### src/common/pcip_pkg.sv
// Constants for the port change detection and pull-up block
package pcip_pkg;
  localparam int          ADDR_W        = 4;
  localparam int          DATA_W        = 8;
  // Register offsets
  localparam logic [3:0]  OFF_PA_DATA   = 4'h0;
  localparam logic [3:0]  OFF_PB_DATA   = 4'h1;
  localparam logic [3:0]  OFF_PA_DIR    = 4'h2;
  localparam logic [3:0]  OFF_PB_DIR    = 4'h3;
  localparam logic [3:0]  OFF_PB_PULLUP = 4'h4;
  localparam logic [3:0]  OFF_PB_ANSEL  = 4'h5;
  localparam logic [3:0]  OFF_PA_CHG_EN = 4'h6;
  localparam logic [3:0]  OFF_PB_CHG_EN = 4'h7;
  localparam logic [3:0]  OFF_CORE_INT  = 4'h8;
  localparam logic [3:0]  OFF_OPTION    = 4'h9;
  // Implemented bit masks
  localparam logic [7:0]  PA_MASK       = 8'hEF;
  localparam logic [7:0]  PB_MASK       = 8'hF3;
  localparam logic [7:0]  PULLUP_MASK   = 8'hF2;
  localparam logic [7:0]  ANSEL_MASK    = 8'h72;
  localparam logic [7:0]  PA_CHG_MASK   = 8'hEF;
  localparam logic [7:0]  PB_CHG_MASK   = 8'hF3;
  // Reset values
  localparam logic [7:0]  PULLUP_RST    = 8'hF2;
  localparam logic [7:0]  ANSEL_RST     = 8'h72;
  localparam logic [7:0]  CHG_EN_RST    = 8'h00;
  localparam logic [7:0]  PA_DIR_RST    = 8'hEF;
  localparam logic [7:0]  PB_DIR_RST    = 8'hF3;
  localparam logic [7:0]  ZERO8         = 8'h00;
  // Field positions
  localparam int          FLAG_BIT      = 0;
  localparam int          IRQ_EN_BIT    = 3;
  localparam int          GPU_BIT       = 7;
  localparam int          PA_RST_PIN    = 5;
endpackage : pcip_pkg

### src/design/pcip_top.sv
// Port change detection, port B pull-up and analog select logic
//
// Chosen here: the strobed register port and the register addresses.
`timescale 1ns/100ps

// Notes on behaviour
// - Pull-up on only if global enable, input direction, own bit set, not analog.
// - Pull-up register implements bits 7..4 and 1, reset to 1; others read 0.
// - Analog select implements bits 6..4 and 1, reset to 1; 1 means analog.
// - Analog pin loses digital input, pull-up and change detection.
// - All change enables are 0 after power-on reset.
// - Port A pin 5 detection is off while it serves as reset input.
// - Enabled pins compared with last-read latch; mismatches ORed into the flag.
// - Interrupt enable gates only the request; detection keeps running.
// - Port A change enables implement bits 7..5 and 3..0; bit 4 reads 0.
// - Port B change enables implement bits 7..4 and 1..0; bits 3..2 read 0.
// - A persisting mismatch keeps setting the flag.
// - Last-read latch survives external reset; mismatch sets flag again.
// - A change coinciding with a port access still sets the flag.
// - Change event wakes the device when interrupt enable is set.
// - Flag is bit 0, interrupt enable bit 3 of core interrupt control.
// - Digital read of an analog pin returns zero.
module pcip_top #(
  parameter int ADDR_W = pcip_pkg::ADDR_W,
  parameter int DATA_W = pcip_pkg::DATA_W
) (
  input  wire logic              SYS_CLK,
  input  wire logic              RST,
  input  wire logic              EXT_RST,
  input  wire logic              PA5_IS_RESET,
  input  wire logic [ADDR_W-1:0] ADDR,
  input  wire logic [DATA_W-1:0] WDATA,
  input  wire logic              WR,
  input  wire logic              RD,
  output logic      [DATA_W-1:0] RDATA,
  input  wire logic [7:0]        PA_IN,
  output logic      [7:0]        PA_OUT,
  output logic      [7:0]        PA_OE,
  input  wire logic [7:0]        PB_IN,
  output logic      [7:0]        PB_OUT,
  output logic      [7:0]        PB_OE,
  output logic      [7:0]        PB_PULLUP,
  output logic                   CHANGE_IRQ
);

  function automatic logic hit(input logic [ADDR_W-1:0] a, input logic [3:0] off);
    hit = (a == ADDR_W'(off));
  endfunction : hit

  logic [7:0] pa_s1_q, pa_s2_q, pb_s1_q, pb_s2_q;
  logic [7:0] pa_last_q, pb_last_q;
  logic [7:0] pa_lat_q, pb_lat_q, pa_dir_q, pb_dir_q;
  logic [7:0] pullup_q, ansel_q, pa_chg_q, pb_chg_q;
  logic       gpu_q, flag_q, irq_en_q;
  logic [7:0] pa_val, pb_val, pa_mism, pb_mism, pa_en, pb_en;
  logic       any_mism, port_acc, flag_d;

  // Two stages per pin; only the second stage is looked at
  always_ff @(posedge SYS_CLK or posedge RST) begin
    if (RST) begin
      pa_s1_q <= pcip_pkg::ZERO8;
      pa_s2_q <= pcip_pkg::ZERO8;
      pb_s1_q <= pcip_pkg::ZERO8;
      pb_s2_q <= pcip_pkg::ZERO8;
    end else begin
      pa_s1_q <= PA_IN;
      pa_s2_q <= pa_s1_q;
      pb_s1_q <= PB_IN;
      pb_s2_q <= pb_s1_q;
    end
  end

  // Digital view of the pins; analog pins read as zero
  assign pa_val = pa_s2_q & pcip_pkg::PA_MASK;
  assign pb_val = pb_s2_q & pcip_pkg::PB_MASK & ~ansel_q;

  // Detection enables: pin 5 of port A drops out in reset mode
  always_comb begin
    pa_en = pa_chg_q & pcip_pkg::PA_CHG_MASK;
    if (PA5_IS_RESET) begin
      pa_en[pcip_pkg::PA_RST_PIN] = 1'b0;
    end
    pb_en = pb_chg_q & pcip_pkg::PB_CHG_MASK & ~ansel_q;
  end

  assign pa_mism  = pa_en & (pa_val ^ pa_last_q);
  assign pb_mism  = pb_en & (pb_val ^ pb_last_q);
  assign any_mism = |{pa_mism, pb_mism};

  assign port_acc = (RD | WR) & (hit(ADDR, pcip_pkg::OFF_PA_DATA) | hit(ADDR, pcip_pkg::OFF_PB_DATA));

  // Latch of last-read values: cleared only at power-on, not by the pin reset.
  // Any port access captures both ports; a change landing in that cycle still
  // mismatches the old latch value and sets the flag.
  always_ff @(posedge SYS_CLK or posedge RST) begin
    if (RST) begin
      pa_last_q <= pcip_pkg::ZERO8;
      pb_last_q <= pcip_pkg::ZERO8;
    end else if (port_acc) begin
      pa_last_q <= pa_val;
      pb_last_q <= pb_val;
    end
  end

  // Shared change flag: hardware set outranks the software clear
  always_comb begin
    flag_d = flag_q;
    if (WR && hit(ADDR, pcip_pkg::OFF_CORE_INT)) begin
      flag_d = WDATA[pcip_pkg::FLAG_BIT] & flag_q;
    end
    if (EXT_RST) begin
      flag_d = 1'b0;
    end
    if (any_mism) begin
      flag_d = 1'b1;
    end
  end

  always_ff @(posedge SYS_CLK or posedge RST) begin
    if (RST) begin
      flag_q <= 1'b0;
    end else begin
      flag_q <= flag_d;
    end
  end

  // Configuration registers; the pin reset restores them like power-on, except the port A and B output latches
  always_ff @(posedge SYS_CLK or posedge RST) begin
    if (RST) begin
      pullup_q <= pcip_pkg::PULLUP_RST;
      ansel_q  <= pcip_pkg::ANSEL_RST;
      pa_chg_q <= pcip_pkg::CHG_EN_RST;
      pb_chg_q <= pcip_pkg::CHG_EN_RST;
      pa_dir_q <= pcip_pkg::PA_DIR_RST;
      pb_dir_q <= pcip_pkg::PB_DIR_RST;
      pa_lat_q <= pcip_pkg::ZERO8;
      pb_lat_q <= pcip_pkg::ZERO8;
      gpu_q    <= 1'b0;
      irq_en_q <= 1'b0;
    end else if (EXT_RST) begin
      pullup_q <= pcip_pkg::PULLUP_RST;
      ansel_q  <= pcip_pkg::ANSEL_RST;
      pa_chg_q <= pcip_pkg::CHG_EN_RST;
      pb_chg_q <= pcip_pkg::CHG_EN_RST;
      pa_dir_q <= pcip_pkg::PA_DIR_RST;
      pb_dir_q <= pcip_pkg::PB_DIR_RST;
      gpu_q    <= 1'b0;
      irq_en_q <= 1'b0;
    end else if (WR) begin
      if (hit(ADDR, pcip_pkg::OFF_PB_PULLUP)) pullup_q <= WDATA & pcip_pkg::PULLUP_MASK;
      if (hit(ADDR, pcip_pkg::OFF_PB_ANSEL))  ansel_q  <= WDATA & pcip_pkg::ANSEL_MASK;
      if (hit(ADDR, pcip_pkg::OFF_PA_CHG_EN)) pa_chg_q <= WDATA & pcip_pkg::PA_CHG_MASK;
      if (hit(ADDR, pcip_pkg::OFF_PB_CHG_EN)) pb_chg_q <= WDATA & pcip_pkg::PB_CHG_MASK;
      if (hit(ADDR, pcip_pkg::OFF_PA_DIR))    pa_dir_q <= WDATA & pcip_pkg::PA_MASK;
      if (hit(ADDR, pcip_pkg::OFF_PB_DIR))    pb_dir_q <= WDATA & pcip_pkg::PB_MASK;
      if (hit(ADDR, pcip_pkg::OFF_PA_DATA))   pa_lat_q <= WDATA & pcip_pkg::PA_MASK;
      if (hit(ADDR, pcip_pkg::OFF_PB_DATA))   pb_lat_q <= WDATA & pcip_pkg::PB_MASK;
      if (hit(ADDR, pcip_pkg::OFF_OPTION))    gpu_q    <= WDATA[pcip_pkg::GPU_BIT];
      if (hit(ADDR, pcip_pkg::OFF_CORE_INT))  irq_en_q <= WDATA[pcip_pkg::IRQ_EN_BIT];
    end
  end

  // Read data stands one cycle after the strobe; unmapped reads give zero
  always_ff @(posedge SYS_CLK or posedge RST) begin
    if (RST) begin
      RDATA <= pcip_pkg::ZERO8;
    end else if (RD) begin
      RDATA <= pcip_pkg::ZERO8;
      unique case (1'b1)
        hit(ADDR, pcip_pkg::OFF_PA_DATA):   RDATA <= pa_val;
        hit(ADDR, pcip_pkg::OFF_PB_DATA):   RDATA <= pb_val;
        hit(ADDR, pcip_pkg::OFF_PA_DIR):    RDATA <= pa_dir_q;
        hit(ADDR, pcip_pkg::OFF_PB_DIR):    RDATA <= pb_dir_q;
        hit(ADDR, pcip_pkg::OFF_PB_PULLUP): RDATA <= pullup_q;
        hit(ADDR, pcip_pkg::OFF_PB_ANSEL):  RDATA <= ansel_q;
        hit(ADDR, pcip_pkg::OFF_PA_CHG_EN): RDATA <= pa_chg_q;
        hit(ADDR, pcip_pkg::OFF_PB_CHG_EN): RDATA <= pb_chg_q;
        hit(ADDR, pcip_pkg::OFF_OPTION):    RDATA[pcip_pkg::GPU_BIT] <= gpu_q;
        hit(ADDR, pcip_pkg::OFF_CORE_INT): begin
          RDATA[pcip_pkg::FLAG_BIT]   <= flag_q;
          RDATA[pcip_pkg::IRQ_EN_BIT] <= irq_en_q;
        end
        default: RDATA <= pcip_pkg::ZERO8;
      endcase
    end else begin
      RDATA <= pcip_pkg::ZERO8;
    end
  end

  // Pin drivers, pull-ups and the request; analog select masks only the pull-ups
  always_ff @(posedge SYS_CLK or posedge RST) begin
    if (RST) begin
      PA_OUT     <= pcip_pkg::ZERO8;
      PA_OE      <= pcip_pkg::ZERO8;
      PB_OUT     <= pcip_pkg::ZERO8;
      PB_OE      <= pcip_pkg::ZERO8;
      PB_PULLUP  <= pcip_pkg::ZERO8;
      CHANGE_IRQ <= 1'b0;
    end else begin
      PA_OUT     <= pa_lat_q;
      PA_OE      <= ~pa_dir_q & pcip_pkg::PA_MASK;
      PB_OUT     <= pb_lat_q;
      PB_OE      <= ~pb_dir_q & pcip_pkg::PB_MASK;
      PB_PULLUP  <= {8{gpu_q}} & pb_dir_q & pullup_q & ~ansel_q;
      CHANGE_IRQ <= flag_q & irq_en_q;
    end
  end
endmodule : pcip_top

### config.mk
export PLATFORM = sky130hd
export DESIGN_NAME = pcip_top
export DESIGN_NICKNAME = d
export VERILOG_FILES = /design/src/common/pcip_pkg.sv /design/src/design/pcip_top.sv
export SDC_FILE = /design/constraint.sdc
export NUM_CORES = 1
export LEC_CHECK = 0
export BUFFER_PORTS_ARGS = -buffer_cell sky130_fd_sc_hd__buf_2
export CAP_MARGIN = 20
export CORE_ASPECT_RATIO = 0.8
export CORE_MARGIN = 5
export CORE_UTILIZATION = 50
export CTS_BUF_LIST = sky130_fd_sc_hd__clkbuf_8
export DETAILED_ROUTE_END_ITERATION = 16
export PLACE_DENSITY = 0.79
export SETUP_SLACK_MARGIN = 0.3
export SYNTH_ARGS = -nofsm -noshare
export SYNTH_HDL_FRONTEND = slang
export SYNTH_SLANG_ARGS = --single-unit
### constraint.sdc
create_clock -name SYS_CLK -period 5.1 [get_ports SYS_CLK]
set_input_delay 0.255 -clock SYS_CLK [delete_from_list [all_inputs] [get_ports SYS_CLK]]
set_output_delay 0.255 -clock SYS_CLK [all_outputs]
set_load 0.005 [all_outputs]
==> flow_summary.rst, run 1 <==
.. list-table::
   :header-rows: 1

   * - Metric
     - Value
   * - Result of the run
     - completed
   * - Worst hold stages
     - 3
   * - Total Negative Setup Slacks
     - 0 ps
   * - Nature of the critical path endpoint
     - flop
   * - DP HPWL
     - slightly above 8 mm
   * - Clock tree from TritonCTS
     - yes
   * - Average instance area after synthesis
     - 11.7 sq um
   * - Total die area
     - 12600 sq um
   * - Worst voltage drop across the vdd grid
     - about 250 uV
   * - Timing-limited maximum frequency
     - 536 MHz
   * - Rows
     - 33
   * - Post-detailed-route wirelength per cell
     - around 18 um
   * - Detailed Route Iter0 Violations
     - 459
   * - Total iterations of the first detailed-routing run
     - 6
   * - Number of synthesized register bits
     - 130
   * - Complex-gate fraction of the synthesized area
     - 0.0757
   * - Worst-path cell with the longest stage delay
     - clkinv_1
   * - IO buf count
     - 70
   * - Gr ovfl total
     - 0
   * - Top cell type's share of synthesized area
     - 0.516
   * - Tightest slew margin relative to the limit
     - 0.463
   * - Critical Path AT
     - 2190 ps
   * - Register clock-pin slew on the reported worst setup and hold paths
     - roughly 70 ps
   * - Setup fix buffers added after clock tree synthesis
     - 0
   * - Number of standard cells after synthesis
     - ~450
   * - Area Overhead vs Synth
     - 18.5%
   * - R2r endpoint
     - flag_q
   * - Effective utilization at floorplan
     - 0.512
   * - Final setup skew
     - 9.59 ps
   * - Routability cong.
     - just over 0.9
   * - Master cell of the clock root buffer
     - clkbuf_8
   * - Hold Vio Cnt, Final
     - 0
   * - Final clock period utilization by the worst path
     - 0.366
   * - Number of synthesized flops with an enable pin
     - 0
   * - Clock insertion delay at the later pin of the skew report
     - ~440 ps
   * - Leading post-synthesis cells by cell area
     - dfrtp_1 52%, dfstp_2 11%, nand2_1 5.4%, mux2i_1 5.0%, mux2_2 3.4%
   * - Critical R2R Launch
     - pb_s2_q[0]
   * - Most common library cell in the layout ignoring fill and taps
     - dfrtp_1
   * - Multiplexer area fraction after synthesis
     - 0.0883
   * - Avg Vias per Cell
     - 5.42
   * - Total chip power
     - around 2.2 mW
   * - Placed cell area
     - 5640 sq um
   * - Number of nets in the finished design
     - 566
   * - GRT Overall Usage
     - 0.204
   * - Synth unique cells
     - between 40 and 50
   * - Slew at the pin closest to its max-slew limit
     - 800 ps
   * - Placeable core area
     - 10200 sq um
   * - Commonest non-fill, non-tap cells in the layout
     - 108 x dfrtp_1, 75 x nand2_1, 70 x buf_2
   * - Basic-gate share of the synthesized area counting and, or, nand and nor cells
     - 0.143
   * - Routed wire length
     - 12.0 mm
   * - Vias in the first global route
     - around 3800
   * - Fraction of layout instances using a drive strength above 1
     - 0.272
   * - Critical path startpoint category
     - input pin
   * - Hold Startpoint
     - WDATA[2]
   * - Chip Width
     - 124 um
   * - Number of inserted diodes
     - 0
   * - Die height
     - ~100 um
   * - Dominant synthesized flop cell
     - dfrtp_1
   * - DRC violation count after routing
     - 0
   * - Max incr delay on CP
     - 720 ps
   * - Number of warnings reported in the yosys synthesis log
     - 0
   * - Worst-path maximum fanout
     - 25
   * - Max-cap violation count
     - 0
   * - Count of buffering cells on the critical path with inverters included
     - 2
   * - Worst reg2reg setup slack
     - 3690 ps
   * - Post-synthesis sequential area ratio
     - 0.626
   * - Clock period minus worst slack
     - 1870 ps
   * - Number of logic stages on the critical path including buffering
     - 4
   * - Clock buffers created by TritonCTS
     - 17
   * - H-tree depth
     - 4
   * - Number of top-level design ports
     - 83
   * - Count of cells along the worst register-to-register path
     - 4
   * - Endpoint required time on the critical path
     - 5420 ps
   * - Leakage power figure
     - between 3 and 4 nW
   * - Number of slew-limit violations in the final report
     - 0
   * - Initial antenna violation count
     - 1
   * - Worst Path Class, Setup
     - input pin to flop
   * - Clock Sinks
     - 130
   * - Unrepaired setup endpoints after global routing
     - no
   * - First-pass GRT wire length
     - 19.9 mm
   * - Antenna violation net count after detailed routing
     - 0
   * - Cell type with the highest aggregate area in the netlist
     - dfrtp_1
   * - Total non-filler cell area in the finished layout
     - 6210 sq um
   * - Maximum clock insertion buffer count
     - 2
   * - Worst min-delay path endpoint
     - pa_dir_q[2]
   * - Cell chain of the critical path
     - buf_2, clkinv_1, nand4_2, mux2_2
   * - Adder-cell area share of the yosys netlist
     - 0
   * - Pin count of the biggest net entering global routing
     - 92
   * - Final setup violation count
     - 0
   * - Dominant combinational cell family by area after synthesis
     - simple AND/OR/NAND/NOR gates
   * - Via total after detailed routing
     - roughly 3700
   * - Combined area of all synthesized cells
     - 5240 sq um
   * - Xor-xnor portion of the synthesized cell area
     - 0.0217
   * - Post-synthesis async set-or-reset flop share
     - 1.00
   * - Hold WC Path Type
     - input pin to flop
   * - Cell family with the largest share of critical-path delay
     - buffers and inverters
   * - Power per Cell Area
     - 357 nW/um^2
## sequential cells by signal (all words and copies together), names as in the netlist, 7 cells and up
signal and cells:
PA_OE 7, pa_s1_q 7, pa_dir_q 7, RDATA 8, pa_last_q 7, pa_s2_q 7, pa_chg_q 7, pa_lat_q 7
PA_OUT 7
## final cells by class
type	count	area, sq um
Multi-Input combinational cell	279	1760
Clock buffer	18	248
Timing Repair Buffer	87	533
Clock inverter	14	151
Fill cell	866	4030
Tap cell	140	175
Sequential cell	130	3280
Inverter	17	66.3
## synth_stat cells (6+ instances only)
cell / instances
dfrtp_1: 108
nand2_1: 75
o21ai_0: 27
mux2i_1: 26
dfstp_2: 22
nor2_1: 18
inv_1: 16
mux2_2: 16
nand3_1: 16
a21oi_1: 15
buf_4: 14
xor2_1: 9
clkbuf_1: 8
buf_2: 7
a31oi_1: 6
nand2b_1: 6
## where the power goes
group          total (mW)  switching (mW)  internal [mW]
combinational       0.197           0.112         0.0846
sequential           1.14          0.0369           1.11
clock               0.878           0.392          0.486
total                2.22           0.542           1.68
## timing repair
item	4_1_cts	5_1_grt
hold endpoints to repair	13	15
hold buffers	13	1
gates resized for setup	0	0
## metrics by stage
step | setup WS, ps | std cells | hold WS (ps) | utilization
final | 3230 | 685 | 73.4 | 0.606
after global routing | 3180 | 685 | 61.3 | 0.606
after CTS | 3320 | 682 | 55.3 | 0.602
after floorplan | 1410 | 455 | 286 | -
after detailed placement | 2840 | 637 | 335 | 0.550
after global placement | 2850 | 637 | 332 | 0.550
## per-layer routing
| metal | GRT usage | share of wire | vias to the layer above |
|---|---|---|---|
| met5 | 0 | 0.00091 | - |
| met1 | 0.269 | 0.42 | 1819 |
| met2 | 0.315 | 0.47 | 184 |
| met4 | 0.0725 | 0.018 | 2 |
| met3 | 0.0764 | 0.087 | 30 |
| li1 | - | - | 1677 |
## worst max-delay path by stage
stage / endpoint / from
floorplan: CHANGE_IRQ / RST
global placement: pa_lat_q[0] / EXT_RST
detailed placement: pa_lat_q[6] / EXT_RST
CTS: pa_lat_q[6] / EXT_RST
global route: pa_lat_q[3] / EXT_RST
finish: pa_lat_q[6] / EXT_RST
## cell families after synthesis
| group | Yosys count |
|---|---|
| AND/OR/NAND/NOR | 148 |
| buffers and inverters | 46 |
| other | 1 |
| XOR/XNOR | 13 |
| flip-flops | 130 |
| multiplexers | 43 |
| AO/OA/AOI/OAI | 66 |
## worst register-to-register path: stages, from the launching register on
cell,delay [ps]
dfrtp_1,430
xor2_1,180
a222oi_1,320
and3_1,220
nand4_1,100
(Power assumes the default switching activity.)
==> run 2, diff against run 1 <==
- PLACE_DENSITY: 0.79 -> 0.82
- clock period: 5.1 -> 1.51 ns (I/O delays scaled with it)
==> flow_summary.rst, run 2 (synthesis results as in run 1) <==
.. list-table::
   :header-rows: 1

   * - Metric
     - Value
   * - Placeable core area
     - 10200 sq um
   * - Finished Layout Cells
     - 718
   * - Cell chain of the critical path
     - xor2_1, a222oi_1, and3_1, nand4_1
   * - WL met2
     - between 5 and 6 mm
   * - H-tree depth
     - 4
   * - GRT Overall Usage
     - 0.200
   * - Worst voltage drop across the vdd grid
     - 720 uV
   * - Sequential cell fraction of total power
     - 0.521
   * - Total chip power
     - 7.42 mW
   * - Number of top-level design ports
     - 83
   * - Clock Sinks
     - 130
   * - Effective utilization at floorplan
     - 0.512
   * - Chip Width
     - 124 um
   * - PnR worst setup slack
     - 163 ps
   * - DRC violation count after routing
     - 0
   * - Maximum clock insertion buffer count
     - 2
   * - First-pass GRT wire length
     - 19.8 mm
   * - Clock power share
     - 0.382
   * - Avg Vias per Cell
     - 5.26
   * - Number of slew-limit violations in the final report
     - 0
   * - Post-detailed-route wirelength per cell
     - 16.7 um
   * - Unrepaired setup endpoints after global routing
     - yes
   * - Timing-limited maximum frequency
     - 743 MHz
   * - Tightest slew margin relative to the limit
     - 0.635
   * - Number of inserted diodes
     - 0
   * - IO buf count
     - 70
   * - Highest metal layer with signal wires
     - met5
   * - Most common library cell in the layout ignoring fill and taps
     - dfrtp_1
   * - Critical Path AT
     - 1620 ps
   * - Worst hold stages
     - 3
   * - Leakage power figure
     - 3.29 nW
   * - Flip-flop count of the largest register after layout
     - 8
   * - Final setup skew
     - 6.59 ps
   * - Clock tree from TritonCTS
     - yes
   * - Total die area
     - ~13000 sq um
   * - Vias in the first global route
     - 3843
   * - Hold Startpoint
     - ADDR[1]
   * - Worst-path maximum fanout
     - 2
   * - Register clock-pin slew on the reported worst setup and hold paths
     - about 70 ps
   * - Internal power contribution
     - 5.64 mW
   * - Endpoint required time on the critical path
     - 1780 ps
   * - Via total after detailed routing
     - 3777
   * - Power per Cell Area
     - 1140 nW/um^2
   * - Die height
     - slightly above 100 um
   * - Worst min-delay path endpoint
     - RDATA[7]
   * - Routed wire length
     - 12.0 mm
   * - Critical path startpoint category
     - flop
   * - Hold Vio Cnt, Final
     - 0
   * - Commonest non-fill, non-tap cells in the layout
     - 108 x dfrtp_1, 75 x nand2_1, 70 x buf_2
   * - Fraction of layout instances using a drive strength above 1
     - 0.306
   * - Total iterations of the first detailed-routing run
     - 5
   * - Inst Count DP
     - 659
   * - Hold WC Path Type
     - input pin to flop
   * - Detailed Route Iter0 Violations
     - 272
   * - Result of the run
     - completed
   * - Critical R2R Launch
     - pb_s2_q[0]
   * - Max-cap violation count
     - 0
   * - Final clock period utilization by the worst path
     - 0.892
   * - Area Overhead vs Synth
     - 23.9%
   * - Cell family with the largest share of critical-path delay
     - flip-flops
   * - Routability cong.
     - 0.920
   * - Count of cells along the worst register-to-register path
     - 4
   * - Clock insertion delay at the later pin of the skew report
     - roughly 430 ps
   * - R2r endpoint
     - flag_q
   * - Worst Path Class, Setup
     - flop to flop
   * - Portion of total power attributed to combinational logic
     - 0.097
   * - Net switching power
     - 1.78 mW
   * - DP HPWL
     - approximately 8.5 mm
   * - Worst-path cell with the longest stage delay
     - dfrtp_1
   * - Max incr delay on CP
     - 400 ps
   * - Gr ovfl total
     - 0
   * - Master cell of the clock root buffer
     - clkbuf_8
   * - Number of nets in the finished design
     - 599
   * - Antenna violation net count after detailed routing
     - 0
   * - Final setup violation count
     - 0
   * - Count of buffering cells on the critical path with inverters included
     - 0
   * - Met3 routed wirelength
     - 777 um
   * - Initial antenna violation count
     - 1
   * - Register name with the most flops
     - RDATA
   * - Nature of the critical path endpoint
     - flop
   * - Fraction of power spent switching nets
     - 0.240
   * - Worst reg2reg setup slack
     - 160 ps
   * - Pre-CTS setup slack
     - 96.7 ps
   * - Pin count of the biggest net entering global routing
     - 86
   * - Met1 wire length
     - 5.16 mm
   * - Number of fillers in the final layout
     - 852
   * - Rows
     - 33
   * - Slew at the pin closest to its max-slew limit
     - 548 ps
   * - Clock period minus worst slack
     - 1350 ps
   * - Clock buffers created by TritonCTS
     - 17
run 2: cell types whose count changed in the layout (fill, tap and decap cells not counted), moves of 2 or more:
| cell | delta |
|---|---|
| buf_4 | +23 |
| dlygate4sd3_1 | +9 |
| o21ai_0 | -4 |
| o21ai_1 | +4 |
| inv_1 | -3 |
| buf_12 | +2 |
| clkbuf_8 | +2 |
| clkinv_2 | +2 |
run 2: worst max path at each step:
| stage | from | depth (start not counted) | endpoint |
|---|---|---|---|
| 5_1_grt | pb_s2_q[0] | 4 | flag_q |
| 6_report | pb_s2_q[0] | 4 | flag_q |
| 2_1_floorplan | RST | 1 | CHANGE_IRQ |
| 4_1_cts | pb_s2_q[0] | 4 | flag_q |
| 3_3_place_gp | ADDR[1] | 4 | flag_q |
| 3_5_place_dp | ADDR[1] | 4 | flag_q |
run 2: worst reg2reg max path, stage by stage (launching register included):
cell and delay (ps):
dfrtp_1 400, xor2_1 170, a222oi_1 290, and3_1 220
nand4_1 110
run 2: what timing repair did:
item                                    in CTS  in global routing
buffers inserted                             3                  1
resized for setup                            1                  6
pin swaps                                    6                  5
endpoints found under the hold margin      157                  0
hold buffers                                23                  0
endpoints found under the setup margin       4                  7
run 2: per-layer routing:
| layer | global-route usage | vias up |
|---|---|---|
| met4 | 0.0708 | 2 |
| met3 | 0.0554 | 17 |
| met2 | 0.331 | 141 |
| met5 | 0 | - |
| met1 | 0.258 | 1872 |
| li1 | - | 1745 |
run 2: cell type report:
| cell class | count | area [sq um] | share of cell area |
|---|---|---|---|
| Inverter | 17 | 67.6 | 0.0104 |
| Sequential cell | 130 | 3280 | 0.505 |
| Tap cell | 140 | 175 | 0.0270 |
| Multi-Input combinational cell | 279 | 1770 | 0.273 |
| Clock buffer | 20 | 275 | 0.0424 |
| Timing Repair Buffer | 120 | 808 | 0.124 |
| Clock inverter | 12 | 115 | 0.0177 |
run 2: power groups by stage:
stage | combinational, mW | sequential, mW | clock (mW)
after floorplan | 0.408 | 3.91 | 0
after global placement | 0.649 | 3.91 | 0
after detailed placement | 0.671 | 3.93 | 0
after CTS | 0.724 | 3.86 | 2.91
after global routing | 0.800 | 3.89 | 3.09
final | 0.722 | 3.86 | 2.83
run 2: metrics by stage:
stage	cell area (sq um)	utilization	TNS [ps]	hold WS [ps]
CTS	6470	0.632	0	3.77
detailed placement	5830	0.570	0	185
global placement	5830	0.570	0	184
global route	6490	0.634	0	30.5
finish	6490	0.634	0	39.4
floorplan	5280	-	-16930	107
